<file path="src/rtl/lock_ext_map.svh">
// Constants for the locked sequence and extension control block
`ifndef LOCK_EXT_MAP_SVH
`define LOCK_EXT_MAP_SVH
`define CNT_W          3
`define PRIO_W         4
`define PAGE_W         10
`define SEG_W          8
`define ADDR_W         16
`define PHYS_W         24
`define PAGE_OFS_W     14
`define DPP_SEL_LSB    14
`define TRAPB_W        4
`define VEC_W          9
`define RUN_MAX        3'h4
`define RUN_ONE        3'h1
`define ENTRY_CYC      2'h2
`define EXIT_CYC       2'h2
`endif

</file>
<file path="src/rtl/lock_ext_pkg.sv">
// Types for the locked sequence and extension control block
`default_nettype none
`include "lock_ext_map.svh"
package lock_ext_pkg;
   typedef enum logic [2:0]
   {
      OP_NONE    = 3'h0,
      OP_LOCK    = 3'h1,
      OP_PAGE    = 3'h2,
      OP_SEG     = 3'h3,
      OP_REDIR   = 3'h4,
      OP_PAGE_RD = 3'h5,
      OP_SEG_RD  = 3'h6
   } ext_op_e;
   typedef enum logic [1:0]
   {
      ST_RUN   = 2'h0,
      ST_ENTRY = 2'h1,
      ST_EXIT  = 2'h2
   } ctl_state_e;
   typedef struct packed
   {
      logic                   valid;
      ext_op_e                op;
      logic [`CNT_W-1:0]      count;
      logic [`PAGE_W-1:0]     page;
      logic [`SEG_W-1:0]      seg;
      logic                   idle;
      logic                   ret;
   } decode_s;
   typedef struct packed
   {
      logic                   valid;
      logic                   short_mode;
      logic [`ADDR_W-1:0]     addr;
   } access_s;
endpackage
`default_nettype wire

</file>
<file path="src/rtl/lock_ext_ctrl.sv">
// Locked sequence, extension override and trap/interrupt entry control
// Summary of operation
// - Lock instruction binds the next 1 to 4 instructions into one run
// - During a run, interrupts, event transfers and class A traps wait
// - Class B traps are still taken and break into the run
// - Inhibit acts at once after decode; no service before next instruction
// - Each instruction counts once, however many cycles it takes
// - Any instruction type may sit inside a run
// - Lock has no effect while a class B trap flag is set
// - Page and segment overrides inhibit like lock; void under class B flags
// - Normal access uses one of four page pointers and a 14-bit offset
// - Page override substitutes its page number; stored pointers untouched
// - Segment override uses full 16-bit address inside its segment
// - Short modes normally select the standard function register space
// - Redirect steers short-mode accesses to the extended space
// - Combined instructions apply override and redirect together
// - Redirect and combined instructions inhibit like lock
// - Every lock or extension instruction taken with no class B flag set and no class B trap taken in that cycle loads the extension counter
// - A new lock or extension instruction in a run reloads the counter
// - Idle inside a run blocks event transfers during idle
// - Interrupt accepted only when priority is above CPU level
// - Traps are taken regardless of CPU level
// - Entry pushes machine state, then branches to the vector
// - Return pops machine state and resumes where interrupted
`timescale 1ns/1ps
`default_nettype none
`include "lock_ext_map.svh"
module lock_ext_ctrl
   import lock_ext_pkg::*;
(
   input  wire logic                      SYS_CLK_IN,
   input  wire logic                      RST_N_IN,
   input  wire decode_s                   DEC_IN,
   input  wire logic                      INSTR_DONE_IN,
   input  wire logic                      IDLE_ACTIVE_IN,
   input  wire access_s                   ACC_IN,
   input  wire logic [4*`PAGE_W-1:0]      DPP_IN,
   input  wire logic [`TRAPB_W-1:0]       TRAPB_FLAGS_IN,
   input  wire logic                      TRAPA_REQ_IN,
   input  wire logic [`VEC_W-1:0]         TRAPA_VEC_IN,
   input  wire logic                      TRAPB_REQ_IN,
   input  wire logic [`VEC_W-1:0]         TRAPB_VEC_IN,
   input  wire logic                      IRQ_REQ_IN,
   input  wire logic [`PRIO_W-1:0]        IRQ_PRIO_IN,
   input  wire logic [`VEC_W-1:0]         IRQ_VEC_IN,
   input  wire logic                      PEC_REQ_IN,
   input  wire logic [`PRIO_W-1:0]        CPU_PRIO_IN,
   output logic                           LOCKED_OUT,
   output logic                           FETCH_HOLD_OUT,
   output logic [`PHYS_W-1:0]             PHYS_ADDR_OUT,
   output logic                           EXT_SPACE_OUT,
   output logic                           PEC_GRANT_OUT,
   output logic                           IRQ_ACK_OUT,
   output logic                           TRAP_ACK_OUT,
   output logic                           PUSH_STATE_OUT,
   output logic                           POP_STATE_OUT,
   output logic                           BRANCH_OUT,
   output logic [`VEC_W-1:0]              VECTOR_OUT
);
   logic [`CNT_W-1:0]   count;
   logic [`CNT_W-1:0]   next_count;
   logic                page_ovr;
   logic                seg_ovr;
   logic                redir;
   logic [`PAGE_W-1:0]  ovr_page;
   logic [`SEG_W-1:0]   ovr_seg;
   logic                idle_locked;
   logic                idle_was;
   ctl_state_e          state;
   logic [1:0]          step;
   logic                trapb_pending;
   logic                take_ext;
   logic                locked;
   logic                irq_ok;
   logic                any_take;
   logic [`VEC_W-1:0]   take_vec;
   logic [`PAGE_W-1:0]  dpp_page;
   logic [1:0]          dpp_sel;

   assign trapb_pending = |TRAPB_FLAGS_IN;
   // Extension instruction accepted only with no class B flag pending
   assign take_ext = DEC_IN.valid && (DEC_IN.op != OP_NONE)
                     && !trapb_pending;
   // Inhibit is combinational so it covers the decode cycle itself
   assign locked = (count != '0) || take_ext;
   assign irq_ok = IRQ_REQ_IN && (IRQ_PRIO_IN > CPU_PRIO_IN);

   always_comb
   begin
      next_count = count;
      if (take_ext)
      begin
         // Zero operand taken as one; above four clamps to four
         if (DEC_IN.count == '0)
            next_count = `RUN_ONE;
         else if (DEC_IN.count > `RUN_MAX)
            next_count = `RUN_MAX;
         else
            next_count = DEC_IN.count;
      end
      else if (INSTR_DONE_IN && (count != '0))
         next_count = count - `RUN_ONE;
      if (TRAPB_REQ_IN && (state == ST_RUN))
         next_count = '0;
   end

   always_ff @(posedge SYS_CLK_IN or negedge RST_N_IN)
   begin
      if (!RST_N_IN)
         count <= '0;
      else
         count <= next_count;
   end

   // Override kind latched at load, dropped when the run ends
   always_ff @(posedge SYS_CLK_IN or negedge RST_N_IN)
   begin
      if (!RST_N_IN)
      begin
         page_ovr <= 1'b0;
         seg_ovr  <= 1'b0;
         redir    <= 1'b0;
         ovr_page <= '0;
         ovr_seg  <= '0;
      end
      else if (next_count == '0)
      begin
         page_ovr <= 1'b0;
         seg_ovr  <= 1'b0;
         redir    <= 1'b0;
      end
      else if (take_ext)
      begin
         page_ovr <= (DEC_IN.op == OP_PAGE) || (DEC_IN.op == OP_PAGE_RD);
         seg_ovr  <= (DEC_IN.op == OP_SEG) || (DEC_IN.op == OP_SEG_RD);
         redir    <= (DEC_IN.op == OP_REDIR) || (DEC_IN.op == OP_PAGE_RD)
                     || (DEC_IN.op == OP_SEG_RD);
         ovr_page <= DEC_IN.page;
         ovr_seg  <= DEC_IN.seg;
      end
   end

   // Idle entered inside a run keeps event transfers blocked
   always_ff @(posedge SYS_CLK_IN or negedge RST_N_IN)
   begin
      if (!RST_N_IN)
         idle_locked <= 1'b0;
      else if (DEC_IN.valid && DEC_IN.idle && locked)
         idle_locked <= 1'b1;
      else if (idle_was && !IDLE_ACTIVE_IN)
         idle_locked <= 1'b0;
   end

   // Previous idle level, so the block ends when idle is left
   always_ff @(posedge SYS_CLK_IN or negedge RST_N_IN)
   begin
      if (!RST_N_IN)
         idle_was <= 1'b0;
      else
         idle_was <= IDLE_ACTIVE_IN;
   end

   assign dpp_sel  = ACC_IN.addr[`ADDR_W-1:`DPP_SEL_LSB];
   assign dpp_page = DPP_IN[dpp_sel*`PAGE_W +: `PAGE_W];

   // Address generation, registered
   always_ff @(posedge SYS_CLK_IN or negedge RST_N_IN)
   begin
      if (!RST_N_IN)
      begin
         PHYS_ADDR_OUT <= '0;
         EXT_SPACE_OUT <= 1'b0;
      end
      else if (ACC_IN.valid)
      begin
         if (seg_ovr)
            PHYS_ADDR_OUT <= {ovr_seg, ACC_IN.addr};
         else if (page_ovr)
            PHYS_ADDR_OUT <= {ovr_page,
                              ACC_IN.addr[`PAGE_OFS_W-1:0]};
         else
            PHYS_ADDR_OUT <= {dpp_page,
                              ACC_IN.addr[`PAGE_OFS_W-1:0]};
         EXT_SPACE_OUT <= ACC_IN.short_mode && redir;
      end
   end

   // Service arbitration: class B first, then class A, then interrupts
   always_comb
   begin
      any_take = 1'b0;
      take_vec = '0;
      if (TRAPB_REQ_IN)
      begin
         any_take = 1'b1;
         take_vec = TRAPB_VEC_IN;
      end
      else if (TRAPA_REQ_IN && !locked)
      begin
         any_take = 1'b1;
         take_vec = TRAPA_VEC_IN;
      end
      else if (irq_ok && !locked)
      begin
         any_take = 1'b1;
         take_vec = IRQ_VEC_IN;
      end
   end

   // Entry: push state then branch; exit: pop state then resume
   always_ff @(posedge SYS_CLK_IN or negedge RST_N_IN)
   begin
      if (!RST_N_IN)
      begin
         state          <= ST_RUN;
         step           <= '0;
         IRQ_ACK_OUT    <= 1'b0;
         TRAP_ACK_OUT   <= 1'b0;
         PUSH_STATE_OUT <= 1'b0;
         POP_STATE_OUT  <= 1'b0;
         BRANCH_OUT     <= 1'b0;
         VECTOR_OUT     <= '0;
      end
      else
      begin
         IRQ_ACK_OUT  <= 1'b0;
         TRAP_ACK_OUT <= 1'b0;
         BRANCH_OUT   <= 1'b0;
         case (state)
            ST_RUN:
            begin
               if (any_take)
               begin
                  state          <= ST_ENTRY;
                  step           <= `ENTRY_CYC - 2'h1;
                  PUSH_STATE_OUT <= 1'b1;
                  VECTOR_OUT     <= take_vec;
                  TRAP_ACK_OUT   <= TRAPB_REQ_IN || TRAPA_REQ_IN;
                  IRQ_ACK_OUT    <= !TRAPB_REQ_IN && !TRAPA_REQ_IN;
               end
               else if (DEC_IN.valid && DEC_IN.ret)
               begin
                  state         <= ST_EXIT;
                  step          <= `EXIT_CYC - 2'h1;
                  POP_STATE_OUT <= 1'b1;
               end
            end
            ST_ENTRY:
            begin
               if (step == '0)
               begin
                  PUSH_STATE_OUT <= 1'b0;
                  BRANCH_OUT     <= 1'b1;
                  state          <= ST_RUN;
               end
               else
                  step <= step - 2'h1;
            end
            ST_EXIT:
            begin
               if (step == '0)
               begin
                  POP_STATE_OUT <= 1'b0;
                  BRANCH_OUT    <= 1'b1;
                  VECTOR_OUT    <= '0;
                  state         <= ST_RUN;
               end
               else
                  step <= step - 2'h1;
            end
            default:
               state <= ST_RUN;
         endcase
      end
   end

   assign LOCKED_OUT     = locked;
   // Fetch held while the entry or return sequence runs
   assign FETCH_HOLD_OUT = (state != ST_RUN);
   assign PEC_GRANT_OUT  = PEC_REQ_IN && !locked && !idle_locked
                           && !TRAPB_REQ_IN;

   AST_LOCK_BLOCKS_IRQ:
   assert property (@(posedge SYS_CLK_IN) disable iff (!RST_N_IN)
      (count != '0) && !TRAPB_REQ_IN |-> !any_take && !PEC_GRANT_OUT)
      else $error("Request serviced inside locked run");
   AST_TRAPB_BREAKS:
   assert property (@(posedge SYS_CLK_IN) disable iff (!RST_N_IN)
      TRAPB_REQ_IN && (state == ST_RUN) |=> TRAP_ACK_OUT && count == '0)
      else $error("Class B trap not taken");
   AST_DECODE_INHIBIT:
   assert property (@(posedge SYS_CLK_IN) disable iff (!RST_N_IN)
      take_ext && !TRAPB_REQ_IN |=> !IRQ_ACK_OUT && (count != '0))
      else $error("Inhibit not immediate");
   AST_COUNT_HOLDS:
   assert property (@(posedge SYS_CLK_IN) disable iff (!RST_N_IN)
      !INSTR_DONE_IN && !DEC_IN.valid && !TRAPB_REQ_IN |=> $stable(count))
      else $error("Count moved without instruction");
   AST_TRAPB_VOIDS:
   assert property (@(posedge SYS_CLK_IN) disable iff (!RST_N_IN)
      trapb_pending && count == '0 |=> count == '0)
      else $error("Lock took effect with class B flag");
   AST_RELOAD:
   assert property (@(posedge SYS_CLK_IN) disable iff (!RST_N_IN)
      take_ext && DEC_IN.count == 3'h3 && !TRAPB_REQ_IN |=> count == 3'h3)
      else $error("Counter not reloaded");
   AST_PRIO:
   assert property (@(posedge SYS_CLK_IN) disable iff (!RST_N_IN)
      IRQ_ACK_OUT |-> $past(IRQ_PRIO_IN) > $past(CPU_PRIO_IN))
      else $error("Interrupt taken at too low priority");
   AST_ENTRY_SEQ:
   assert property (@(posedge SYS_CLK_IN) disable iff (!RST_N_IN)
      $rose(PUSH_STATE_OUT) |-> ##1 PUSH_STATE_OUT ##1 BRANCH_OUT)
      else $error("Entry order wrong");
   AST_EXIT_SEQ:
   assert property (@(posedge SYS_CLK_IN) disable iff (!RST_N_IN)
      $rose(POP_STATE_OUT) |-> ##2 BRANCH_OUT && !POP_STATE_OUT)
      else $error("Return order wrong");
   AST_END_OVR:
   assert property (@(posedge SYS_CLK_IN) disable iff (!RST_N_IN)
      count == '0 && !take_ext |-> !page_ovr && !seg_ovr && !redir)
      else $error("Override outlived run");
   AST_LOAD_CLAMP:
   assert property (@(posedge SYS_CLK_IN) disable iff (!RST_N_IN)
      take_ext && !TRAPB_REQ_IN |=> (count != '0) && (count <= `RUN_MAX))
      else $error("Run length outside one to four");
   AST_DONE_STEP:
   assert property (@(posedge SYS_CLK_IN) disable iff (!RST_N_IN)
      INSTR_DONE_IN && !take_ext && !TRAPB_REQ_IN && (count != '0)
      |=> count == $past(count) - `RUN_ONE)
      else $error("Count not stepped once per instruction");
   AST_PAGE_ADDR:
   assert property (@(posedge SYS_CLK_IN) disable iff (!RST_N_IN)
      ACC_IN.valid && page_ovr && !seg_ovr
      |=> PHYS_ADDR_OUT[`PHYS_W-1:`PAGE_OFS_W] == $past(ovr_page))
      else $error("Page override not applied");
   AST_SEG_ADDR:
   assert property (@(posedge SYS_CLK_IN) disable iff (!RST_N_IN)
      ACC_IN.valid && seg_ovr
      |=> PHYS_ADDR_OUT == {$past(ovr_seg), $past(ACC_IN.addr)})
      else $error("Segment override not applied");
   AST_SHORT_STD:
   assert property (@(posedge SYS_CLK_IN) disable iff (!RST_N_IN)
      ACC_IN.valid && !redir |=> !EXT_SPACE_OUT)
      else $error("Short access left standard space");
   AST_IDLE_PEC:
   assert property (@(posedge SYS_CLK_IN) disable iff (!RST_N_IN)
      idle_locked |-> !PEC_GRANT_OUT)
      else $error("Event transfer granted in locked idle");
   AST_TRAPA_TAKEN:
   assert property (@(posedge SYS_CLK_IN) disable iff (!RST_N_IN)
      TRAPA_REQ_IN && !TRAPB_REQ_IN && !locked && (state == ST_RUN)
      |=> TRAP_ACK_OUT && (VECTOR_OUT == $past(TRAPA_VEC_IN)))
      else $error("Class A trap not taken");
   AST_FETCH_HOLD:
   assert property (@(posedge SYS_CLK_IN) disable iff (!RST_N_IN)
      PUSH_STATE_OUT || POP_STATE_OUT |-> FETCH_HOLD_OUT)
      else $error("Fetch not held during entry or exit");
endmodule
`default_nettype wire

</file>
<file path="config.mk">
export PLATFORM = sky130hd
export DESIGN_NAME = lock_ext_ctrl
export DESIGN_NICKNAME = d
export VERILOG_FILES = /design/src/rtl/lock_ext_pkg.sv /design/src/rtl/lock_ext_ctrl.sv
export VERILOG_INCLUDE_DIRS = /design/src /design/src/rtl
export SDC_FILE = /design/constraint.sdc
export NUM_CORES = 1
export LEC_CHECK = 0
export BUFFER_PORTS_ARGS = -buffer_cell sky130_fd_sc_hd__buf_2
export CORE_ASPECT_RATIO = 1.4
export CORE_UTILIZATION = 30
export DETAILED_ROUTE_END_ITERATION = 16
export PLACE_DENSITY = 0.61
export SYNTH_ARGS = -nofsm -noshare
export SYNTH_HDL_FRONTEND = slang
export SYNTH_SLANG_ARGS = --single-unit
</file>
<file path="constraint.sdc">
create_clock -name SYS_CLK_IN -period 3.05 [get_ports SYS_CLK_IN]
set_input_delay 0.915 -clock SYS_CLK_IN [delete_from_list [all_inputs] [get_ports SYS_CLK_IN]]
set_output_delay 0.915 -clock SYS_CLK_IN [all_outputs]
set_load 0.01 [all_outputs]
</file>
==> results of run 1 <==
## through the flow
| step | util | cell area, um2 | power [mW] |
|---|---|---|---|
| after global routing | 0.418 | 5170 | 3.96 |
| after detailed placement | 0.392 | 4850 | 2.62 |
| after floorplan | - | 3810 | 2.15 |
| after CTS | 0.418 | 5170 | 3.77 |
| final | 0.418 | 5170 | 3.70 |
| after global placement | 0.392 | 4850 | 2.57 |
## power groups by stage
stage	Clock [mW]	Combinational, mW	Sequential, mW
after CTS	1.16	1.30	1.31
final	1.12	1.28	1.30
after detailed placement	0	1.30	1.32
after floorplan	0	0.808	1.34
after global placement	0	1.26	1.31
after global routing	1.20	1.42	1.34
## worst max path at each step
stage	start	endpoint	slack, ns	cells past startpoint
after CTS	DEC_IN[25]	PEC_GRANT_OUT	0.08	6
after detailed placement	DEC_IN[25]	PEC_GRANT_OUT	0.08	6
after global routing	DEC_IN[25]	PEC_GRANT_OUT	0.01	6
after global placement	DEC_IN[25]	PEC_GRANT_OUT	0.09	6
after floorplan	DEC_IN[25]	PEC_GRANT_OUT	0.09	5
final	DEC_IN[25]	PEC_GRANT_OUT	0.09	6
## cells in the final DEF (no fill, tap or decap), types with 2 or more instances in the layout
cell type	instances
buf_4	7
nor2b_1	2
a31oi_1	3
nand4b_1	2
inv_1	17
mux2_2	42
clkbuf_16	9
dfrtp_1	69
nand3_1	4
nand4_1	3
and2_1	3
mux2i_1	12
nor2_1	7
clkinv_2	2
a21o_1	11
and3_1	2
bufinv_16	2
nand2b_1	7
a21oi_1	6
a32o_1	11
ha_1	10
mux4_2	10
buf_2	172
o21ai_0	15
nand2_1	65
## cells by family after synthesis
logic type                 after synthesis
muxes                                   65
and+or+nand+nor                        104
DFF                                     69
buffers and inverters                   32
adders and majority gates               10
AOI/OAI and AO/OA                       62
## worst max-delay path, stage by stage
cell and delay (ns):
buf_2 0.11, or3_4 0.41, a31oi_4 0.20, nand2_1 0.10
nor3b_2 0.16, buf_2 0.15
## registers in the layout, summed over array words and instances, names as in the netlist
signal,flops
VECTOR_OUT,9
POP_STATE_OUT,1
ovr_seg,8
step,2
redir,1
seg_ovr,1
IRQ_ACK_OUT,1
page_ovr,1
EXT_SPACE_OUT,1
count,3
idle_was,1
PHYS_ADDR_OUT,24
BRANCH_OUT,1
idle_locked,1
PUSH_STATE_OUT,1
ovr_page,10
TRAP_ACK_OUT,1
state,2
## layout make-up
cell class | instances | area, um2
multi-input cells | 241 | 1960
clock buffers | 10 | 239
flip-flops and latches | 69 | 1730
fillers | 1255 | 7200
well taps | 150 | 188
repair buffers | 179 | 913
clock inverters | 6 | 86.3
inverters | 17 | 63.8
## per-layer routing
metal	vias up	global-route usage	part of all wire
met1	1612	0.173	0.40
met5	-	0	0
met2	148	0.283	0.52
met3	8	0.0361	0.066
met4	0	0.0588	0.014
li1	1583	-	-
==> metrics.md, run 1 <==
| Metric | Value |
|---|---|
| Relative slew slack | 0.404 |
| Post-CTS Setup Bufs | 0 |
| Inserted Clock Buffers | 9 |
| CTS tree | yes |
| Clk root buf | clkbuf_16 |
| Time the worst path needs with I/O delays and setup | 2.96 ns |
| Worst R2R End | step[0]$_DFFE_PN0P_ |
| Share of final-layout standard cells stronger than drive strength 1 | 0.492 |
| Fin. max-slew vios | 0 |
| Tcrit/Tclk final | 0.972 |
| Total setup violations reported at the end of the flow | 0 |
| Data required time of the critical path | 2.13 ns |
| Drt drc | 0 |
| Number of top-level pins | 174 |
| Number of enable flip-flop cells after synthesis | 0 |
| Antenna fix cells | 0 |
| R2R setup slack | 1.00 ns |
| Post-Route WL | 9890 um |
| Initial antenna violation count | 0 |
| Count of antenna-violating nets left after detailed routing | 0 |
| Part of the total power dissipated in combinational logic | 0.345 |
| Hold WS | 0.486 ns |
| Worst Reg2Reg Path Length in Cells | 8 |
| Post-detailed-route via-to-cell ratio | 4.99 |
| Destination of the worst hold path | VECTOR_OUT[0]$_DFFE_PN0P_ |
| Overall routing resource usage | 0.154 |
| Switching share of total power | 0.322 |
| Count of hold-fix buffers inserted at cts | 0 |
| Most used standard cell by instance count after synthesis | dfrtp_1 |
| Clk pin slew, worst setup/hold paths | 0.06 ns |
| Hold Crit Depth | 1 |
| Psw | 1.19 mW |
| Number of placement rows | 48 |
| Area of the mapped netlist | 3810 um2 |
| Post-synthesis share of cell area spent on full adders, half adders and majority gates | 0.0328 |
| Fmax | 337 MHz |
| Count of endpoints failing hold in the final timing report | 0 |
| Fin nets | 659 |
| Synthesized-area fraction occupied by xor and xnor cells | 0 |
| Area fraction of the dominant cell type after synthesis | 0.453 |
| Count of routing violations after the opening detailed-route iteration | 64 |
| Total grt overflow | 0 |
| Startpoint of the lowest-slack register-to-register path | count[0]$_DFF_PN0_ |
| Floorplan die width | 97.2 um |
| Number of standard cells after synthesis | 342 |
| Max-Cap Viols | 0 |
| Number of iterations in the first detailed-routing pass | 4 |
| Cell types with the largest area share after synthesis | dfrtp_1, mux2_2, nand2_1 |
| Combinational family with the most area after synthesis | multiplexers |
| Number of warning messages in the yosys log | 0 |
| Proportion of power drawn by the clock network | 0.302 |
| Starting Density | 0.308 |
| Most common library cells after synthesis | dfrtp_1, nand2_1, mux2_2 |
| Internal power | 2.51 mW |
| Final weighted congestion of routability-driven global placement | 0.778 |
| Classification of the worst-slack hold path | reg2reg |
| Setup repair after global routing missed its margin | false |
| Total number of clock tree sinks | 69 |
| Endpoint arrival time on the critical path | 2.05 ns |
| Post-synthesis sequential element count | 69 |
| Placeable core region | 12400 um2 |
| Height of the die | 135 um |
| Sum of negative setup slack | 0 ns |
| Leakage Power | 2.60 nW |
| Most used flip-flop cell after synthesis | dfrtp_1 |
| Pwr/cell area | 715 nW/um2 |
| Maximum fanout along the worst path | 4 |
| Max H-tree Level | 3 |
| Share of cell area taken by muxes after synthesis | 0.218 |
| Count of cells resized by post-cts repair | 0 |
| Minimum setup slack in the final design | 0.0855 ns |
| Deepest clock path buffer count | 2 |
| Via count | 3351 |
| Post-synth top area cell | dfrtp_1 |
| HPWL after DPL | 7690 um |
| Sequential fraction of the synthesis area | 0.453 |
| Mean instance size in the synthesized netlist | 11.1 um2 |
| Outcome | completed |
| Hold Startpoint | VECTOR_OUT[0]$_DFFE_PN0P_ |
| Count of buffers inserted at the top-level ports | 173 |
| Worst Clk Skew | 0.00906 ns |
| Worst ir drop on vdd | 0.000307 V |
| First-pass GRT wire length | 16100 um |
| Worst slew pin tran | 0.895 ns |
| Number of cells in the finished layout apart from fillers | 672 |
| Maximum number of pins on one net before global-route repair | 70 |
| Placed insts | 656 |
| Fraction of power consumed by sequential logic | 0.352 |
| Synth Area in Simple Gates | 0.131 |
| Die Area | 13200 um2 |
| Area fraction in compound gates after synthesis | 0.131 |
| Routed wire length per instance | 14.7 um |
| Clock latency of the later-clocked register in the worst-skew pair | 0.33 ns |
| P&R area growth vs syn | 35.8% |
| Unique masters post-synth | 49 |
| Startpoint types | input pin |
| Net Count, Synth | 484 |
| Number of global-route vias before repair | 3484 |
| Critical path class | in2out |
| Post-placement worst setup slack | 0.0751 ns |
| Fraction of registers with async set or reset after synthesis | 1.00 |
| Crit end category | output port |
No activity file was read; power rests on OpenSTA's default activity.
==> run 2, diff against run 1 <==
--- a/config.mk
+++ b/config.mk
@@ -11,6 +11,7 @@
 export CORE_UTILIZATION = 30
 export DETAILED_ROUTE_END_ITERATION = 16
 export PLACE_DENSITY = 0.61
+export REMOVE_ABC_BUFFERS = 1
 export SYNTH_ARGS = -nofsm -noshare
 export SYNTH_HDL_FRONTEND = slang
 export SYNTH_SLANG_ARGS = --single-unit
==> run 2 against run 1 <==
Against the previous run:
- clock skew is 0.0035 ns lower
- via count is 1.3% lower
- maximum frequency is 1.2% higher
- critical path depth stayed put
- global-route usage is 0.30 points higher
- worst hold slack better by 0.0062 ns
- first-iteration DRC count is 110% higher
- sequential share of layout area is 0.16 points lower
- combinational power hardly changed
- largest power group unchanged
==> metrics.md, run 2 (synthesized netlist as in run 1, its figures left out) <==
| Metric | Value |
|---|---|
| Setup repair after global routing missed its margin | false (unchanged) |
| Pwr/cell area | 731 nW/um2 (was 715 nW/um2) |
| Commonest cells after routing, fill and taps aside | buf_2, dfrtp_1, nand2_1 (unchanged) |
| Top reg by flops | PHYS_ADDR_OUT (unchanged) |
| Proportion of power drawn by the clock network | 0.320 (was 0.302) |
| Routed wire length per instance | 14.9 um (was 14.7 um) |
| Clk pin slew, worst setup/hold paths | 0.05 ns (was 0.06 ns) |
| Post-detailed-route via-to-cell ratio | 4.92 (was 4.99) |
| Die Area | 13200 um2 (unchanged) |
| Fraction of power consumed by sequential logic | 0.344 (was 0.352) |
| HPWL after DPL | 7680 um (was 7690 um) |
| Total grt overflow | 0 (unchanged) |
| Flip-flop count of the largest register, all copies and words added | 24 (unchanged) |
| Startpoint of the lowest-slack register-to-register path | count[0]$_DFF_PN0_ (unchanged) |
| Initial antenna violation count | 0 (unchanged) |
| Via count | 3306 (was 3351) |
| Startpoint of the most critical setup path | DEC_IN[25] (unchanged) |
| Count of antenna-violating nets left after detailed routing | 0 (unchanged) |
| Fmax | 341 MHz (was 337 MHz) |
| Switching share of total power | 0.317 (was 0.322) |
| Worst Clk Skew | 0.00560 ns (was 0.00906 ns) |
| Maximum fanout along the worst path | 4 (unchanged) |
| Final weighted congestion of routability-driven global placement | 0.793 (was 0.778) |
| Max-Cap Viols | 0 (unchanged) |
| Floorplan die width | 97.2 um (unchanged) |
| Endpoint arrival time on the critical path | 2.02 ns (was 2.05 ns) |
| Share of final-layout standard cells stronger than drive strength 1 | 0.490 (was 0.492) |
| Placeable core region | 12400 um2 (unchanged) |
| Starting Density | 0.308 (unchanged) |
| Max H-tree Level | 3 (unchanged) |
| Number of inserted filler cells in the final layout | 1236 (was 1255) |
| Fin. max-slew vios | 0 (unchanged) |
| Post-Route Utilization | 0.420 (was 0.418) |
| Destination of the critical timing path | PEC_GRANT_OUT (unchanged) |
| Drt drc | 0 (unchanged) |
| Fin nets | 659 (unchanged) |
| Relative slew slack | 0.404 (about the same) |
| Placed Instance Area | 4840 um2 (was 4850 um2) |
| CTS tree | yes (unchanged) |
| Total setup violations reported at the end of the flow | 0 (unchanged) |
| Count of cells resized by post-cts repair | 0 (unchanged) |
| Registers with the highest flip-flop counts | PHYS_ADDR_OUT x24, ovr_page x10, VECTOR_OUT x9 (unchanged) |
| Critical path class | in2out (unchanged) |
| P&R area growth vs syn | 36.5% (was 35.8%) |
| Height of the die | 135 um (unchanged) |
| Total number of clock tree sinks | 69 (unchanged) |
| Count of routing violations after the opening detailed-route iteration | 134 (was 64) |
| First-pass GRT wire length | 16500 um (was 16100 um) |
| Count of buffers inserted at the top-level ports | 173 (unchanged) |
| Post-Route WL | 10000 um (was 9890 um) |
| Worst slew pin tran | 0.894 ns (was 0.895 ns) |
| Data required time of the critical path | 2.13 ns (about the same) |
| Worst ir drop on vdd | 0.000288 V (was 0.000307 V) |
| Tcrit/Tclk final | 0.961 (was 0.972) |
| Number of top-level pins | 174 (unchanged) |
| Overall routing resource usage | 0.157 (was 0.154) |
| Most frequent standard cell in the layout excluding fill and tap cells | buf_2 (unchanged) |
| Psw | 1.21 mW (was 1.19 mW) |
| Leakage Power | 2.62 nW (was 2.60 nW) |
| Deepest clock path buffer count | 2 (unchanged) |
| Worst R2R End | step[0]$_DFFE_PN0P_ (unchanged) |
| Clk root buf | clkbuf_16 (unchanged) |
| Internal power | 2.60 mW (was 2.51 mW) |
| Clock latency of the later-clocked register in the worst-skew pair | 0.33 ns (about the same) |
| Classification of the worst-slack hold path | reg2reg (unchanged) |
| Number of placement rows | 48 (unchanged) |
| Time the worst path needs with I/O delays and setup | 2.93 ns (was 2.96 ns) |
| Maximum number of pins on one net before global-route repair | 70 (unchanged) |
| Count of hold-fix buffers inserted at cts | 0 (unchanged) |
| Outcome | completed (unchanged) |
| Count of endpoints failing hold in the final timing report | 0 (unchanged) |
| Number of global-route vias before repair | 3483 (was 3484) |
| R2R setup slack | 1.00 ns (about the same) |
| Antenna fix cells | 0 (unchanged) |
| Startpoint types | input pin (unchanged) |
| Crit end category | output port (unchanged) |
| Number of iterations in the first detailed-routing pass | 4 (unchanged) |
| Post-CTS Setup Bufs | 0 (unchanged) |
| Inserted Clock Buffers | 9 (unchanged) |
| Worst Reg2Reg Path Length in Cells | 8 (unchanged) |
| Part of the total power dissipated in combinational logic | 0.336 (was 0.345) |
| Post-route cell area | 5200 um2 (was 5170 um2) |
## run 2: cell count changes in the layout (fill, tap and decap cells not counted), sizes merged
| cell | previous run | this run |
|---|---|---|
| clkinv | 3 | 2 |
| clkbuf | 10 | 11 |
| bufinv | 2 | 3 |
| clkinvlp | 1 | 0 |
## run 2: final cells by class
type                    instances  area [um2]  share of cell area
well taps                     150         188              0.0361
repair buffers                179         913               0.176
clock buffers                  11         243              0.0467
clock inverters                 5         108              0.0207
multi-input cells             241        1960               0.377
inverters                      17        63.8              0.0123
flip-flops and latches         69        1730               0.332
## run 2: power groups by stage
stage / clock, mW / combinational [mW] / sequential (mW)
finish: 1.22 / 1.28 / 1.31
global route: 1.29 / 1.43 / 1.34
CTS: 1.25 / 1.30 / 1.31
detailed placement: 0 / 1.29 / 1.32
global placement: 0 / 1.25 / 1.31
floorplan: 0 / 0.776 / 1.35
## run 2: routing by layer
layer / up-vias / global-route usage / wire [um]
li1: 1579 / - / -
met4: 0 / 0.0539 / 103
met5: - / 0 / 0
met1: 1582 / 0.176 / 3960
met2: 139 / 0.294 / 5290
met3: 6 / 0.0335 / 642
## run 2: metrics by stage
step | hold WS (ns) | setup TNS [ns] | power (mW) | instances | setup WS, ns
2_1_floorplan | 0.462 | -0.0109 | 2.12 | 327 | -0.0109
4_1_cts | 0.500 | 0 | 3.86 | 672 | 0.0373
3_5_place_dp | 0.488 | 0 | 2.61 | 656 | 0.0380
5_1_grt | 0.519 | 0 | 4.06 | 672 | 0.0280
6_report | 0.492 | 0 | 3.80 | 672 | 0.120
3_3_place_gp | 0.470 | 0 | 2.56 | 656 | 0.0399
## run 2: worst min path at each step
stage / slack, ns / cells after the start / end / from
after floorplan: 0.46 / 2 / EXT_SPACE_OUT$_DFFE_PN0P_ / redir$_DFFE_PN0P_
after global placement: 0.47 / 1 / VECTOR_OUT[1]$_DFFE_PN0P_ / VECTOR_OUT[1]$_DFFE_PN0P_
after detailed placement: 0.49 / 1 / VECTOR_OUT[7]$_DFFE_PN0P_ / VECTOR_OUT[7]$_DFFE_PN0P_
after CTS: 0.50 / 1 / VECTOR_OUT[7]$_DFFE_PN0P_ / VECTOR_OUT[7]$_DFFE_PN0P_
after global routing: 0.52 / 1 / ovr_page[9]$_DFFE_PN0P_ / ovr_page[9]$_DFFE_PN0P_
final: 0.49 / 1 / VECTOR_OUT[7]$_DFFE_PN0P_ / VECTOR_OUT[7]$_DFFE_PN0P_
## run 2: critical path: stages
cell     delay (ns)
buf_2          0.11
or3_4          0.41
a31oi_4        0.17
nand2_1        0.11
nor3b_2        0.15
buf_2          0.14
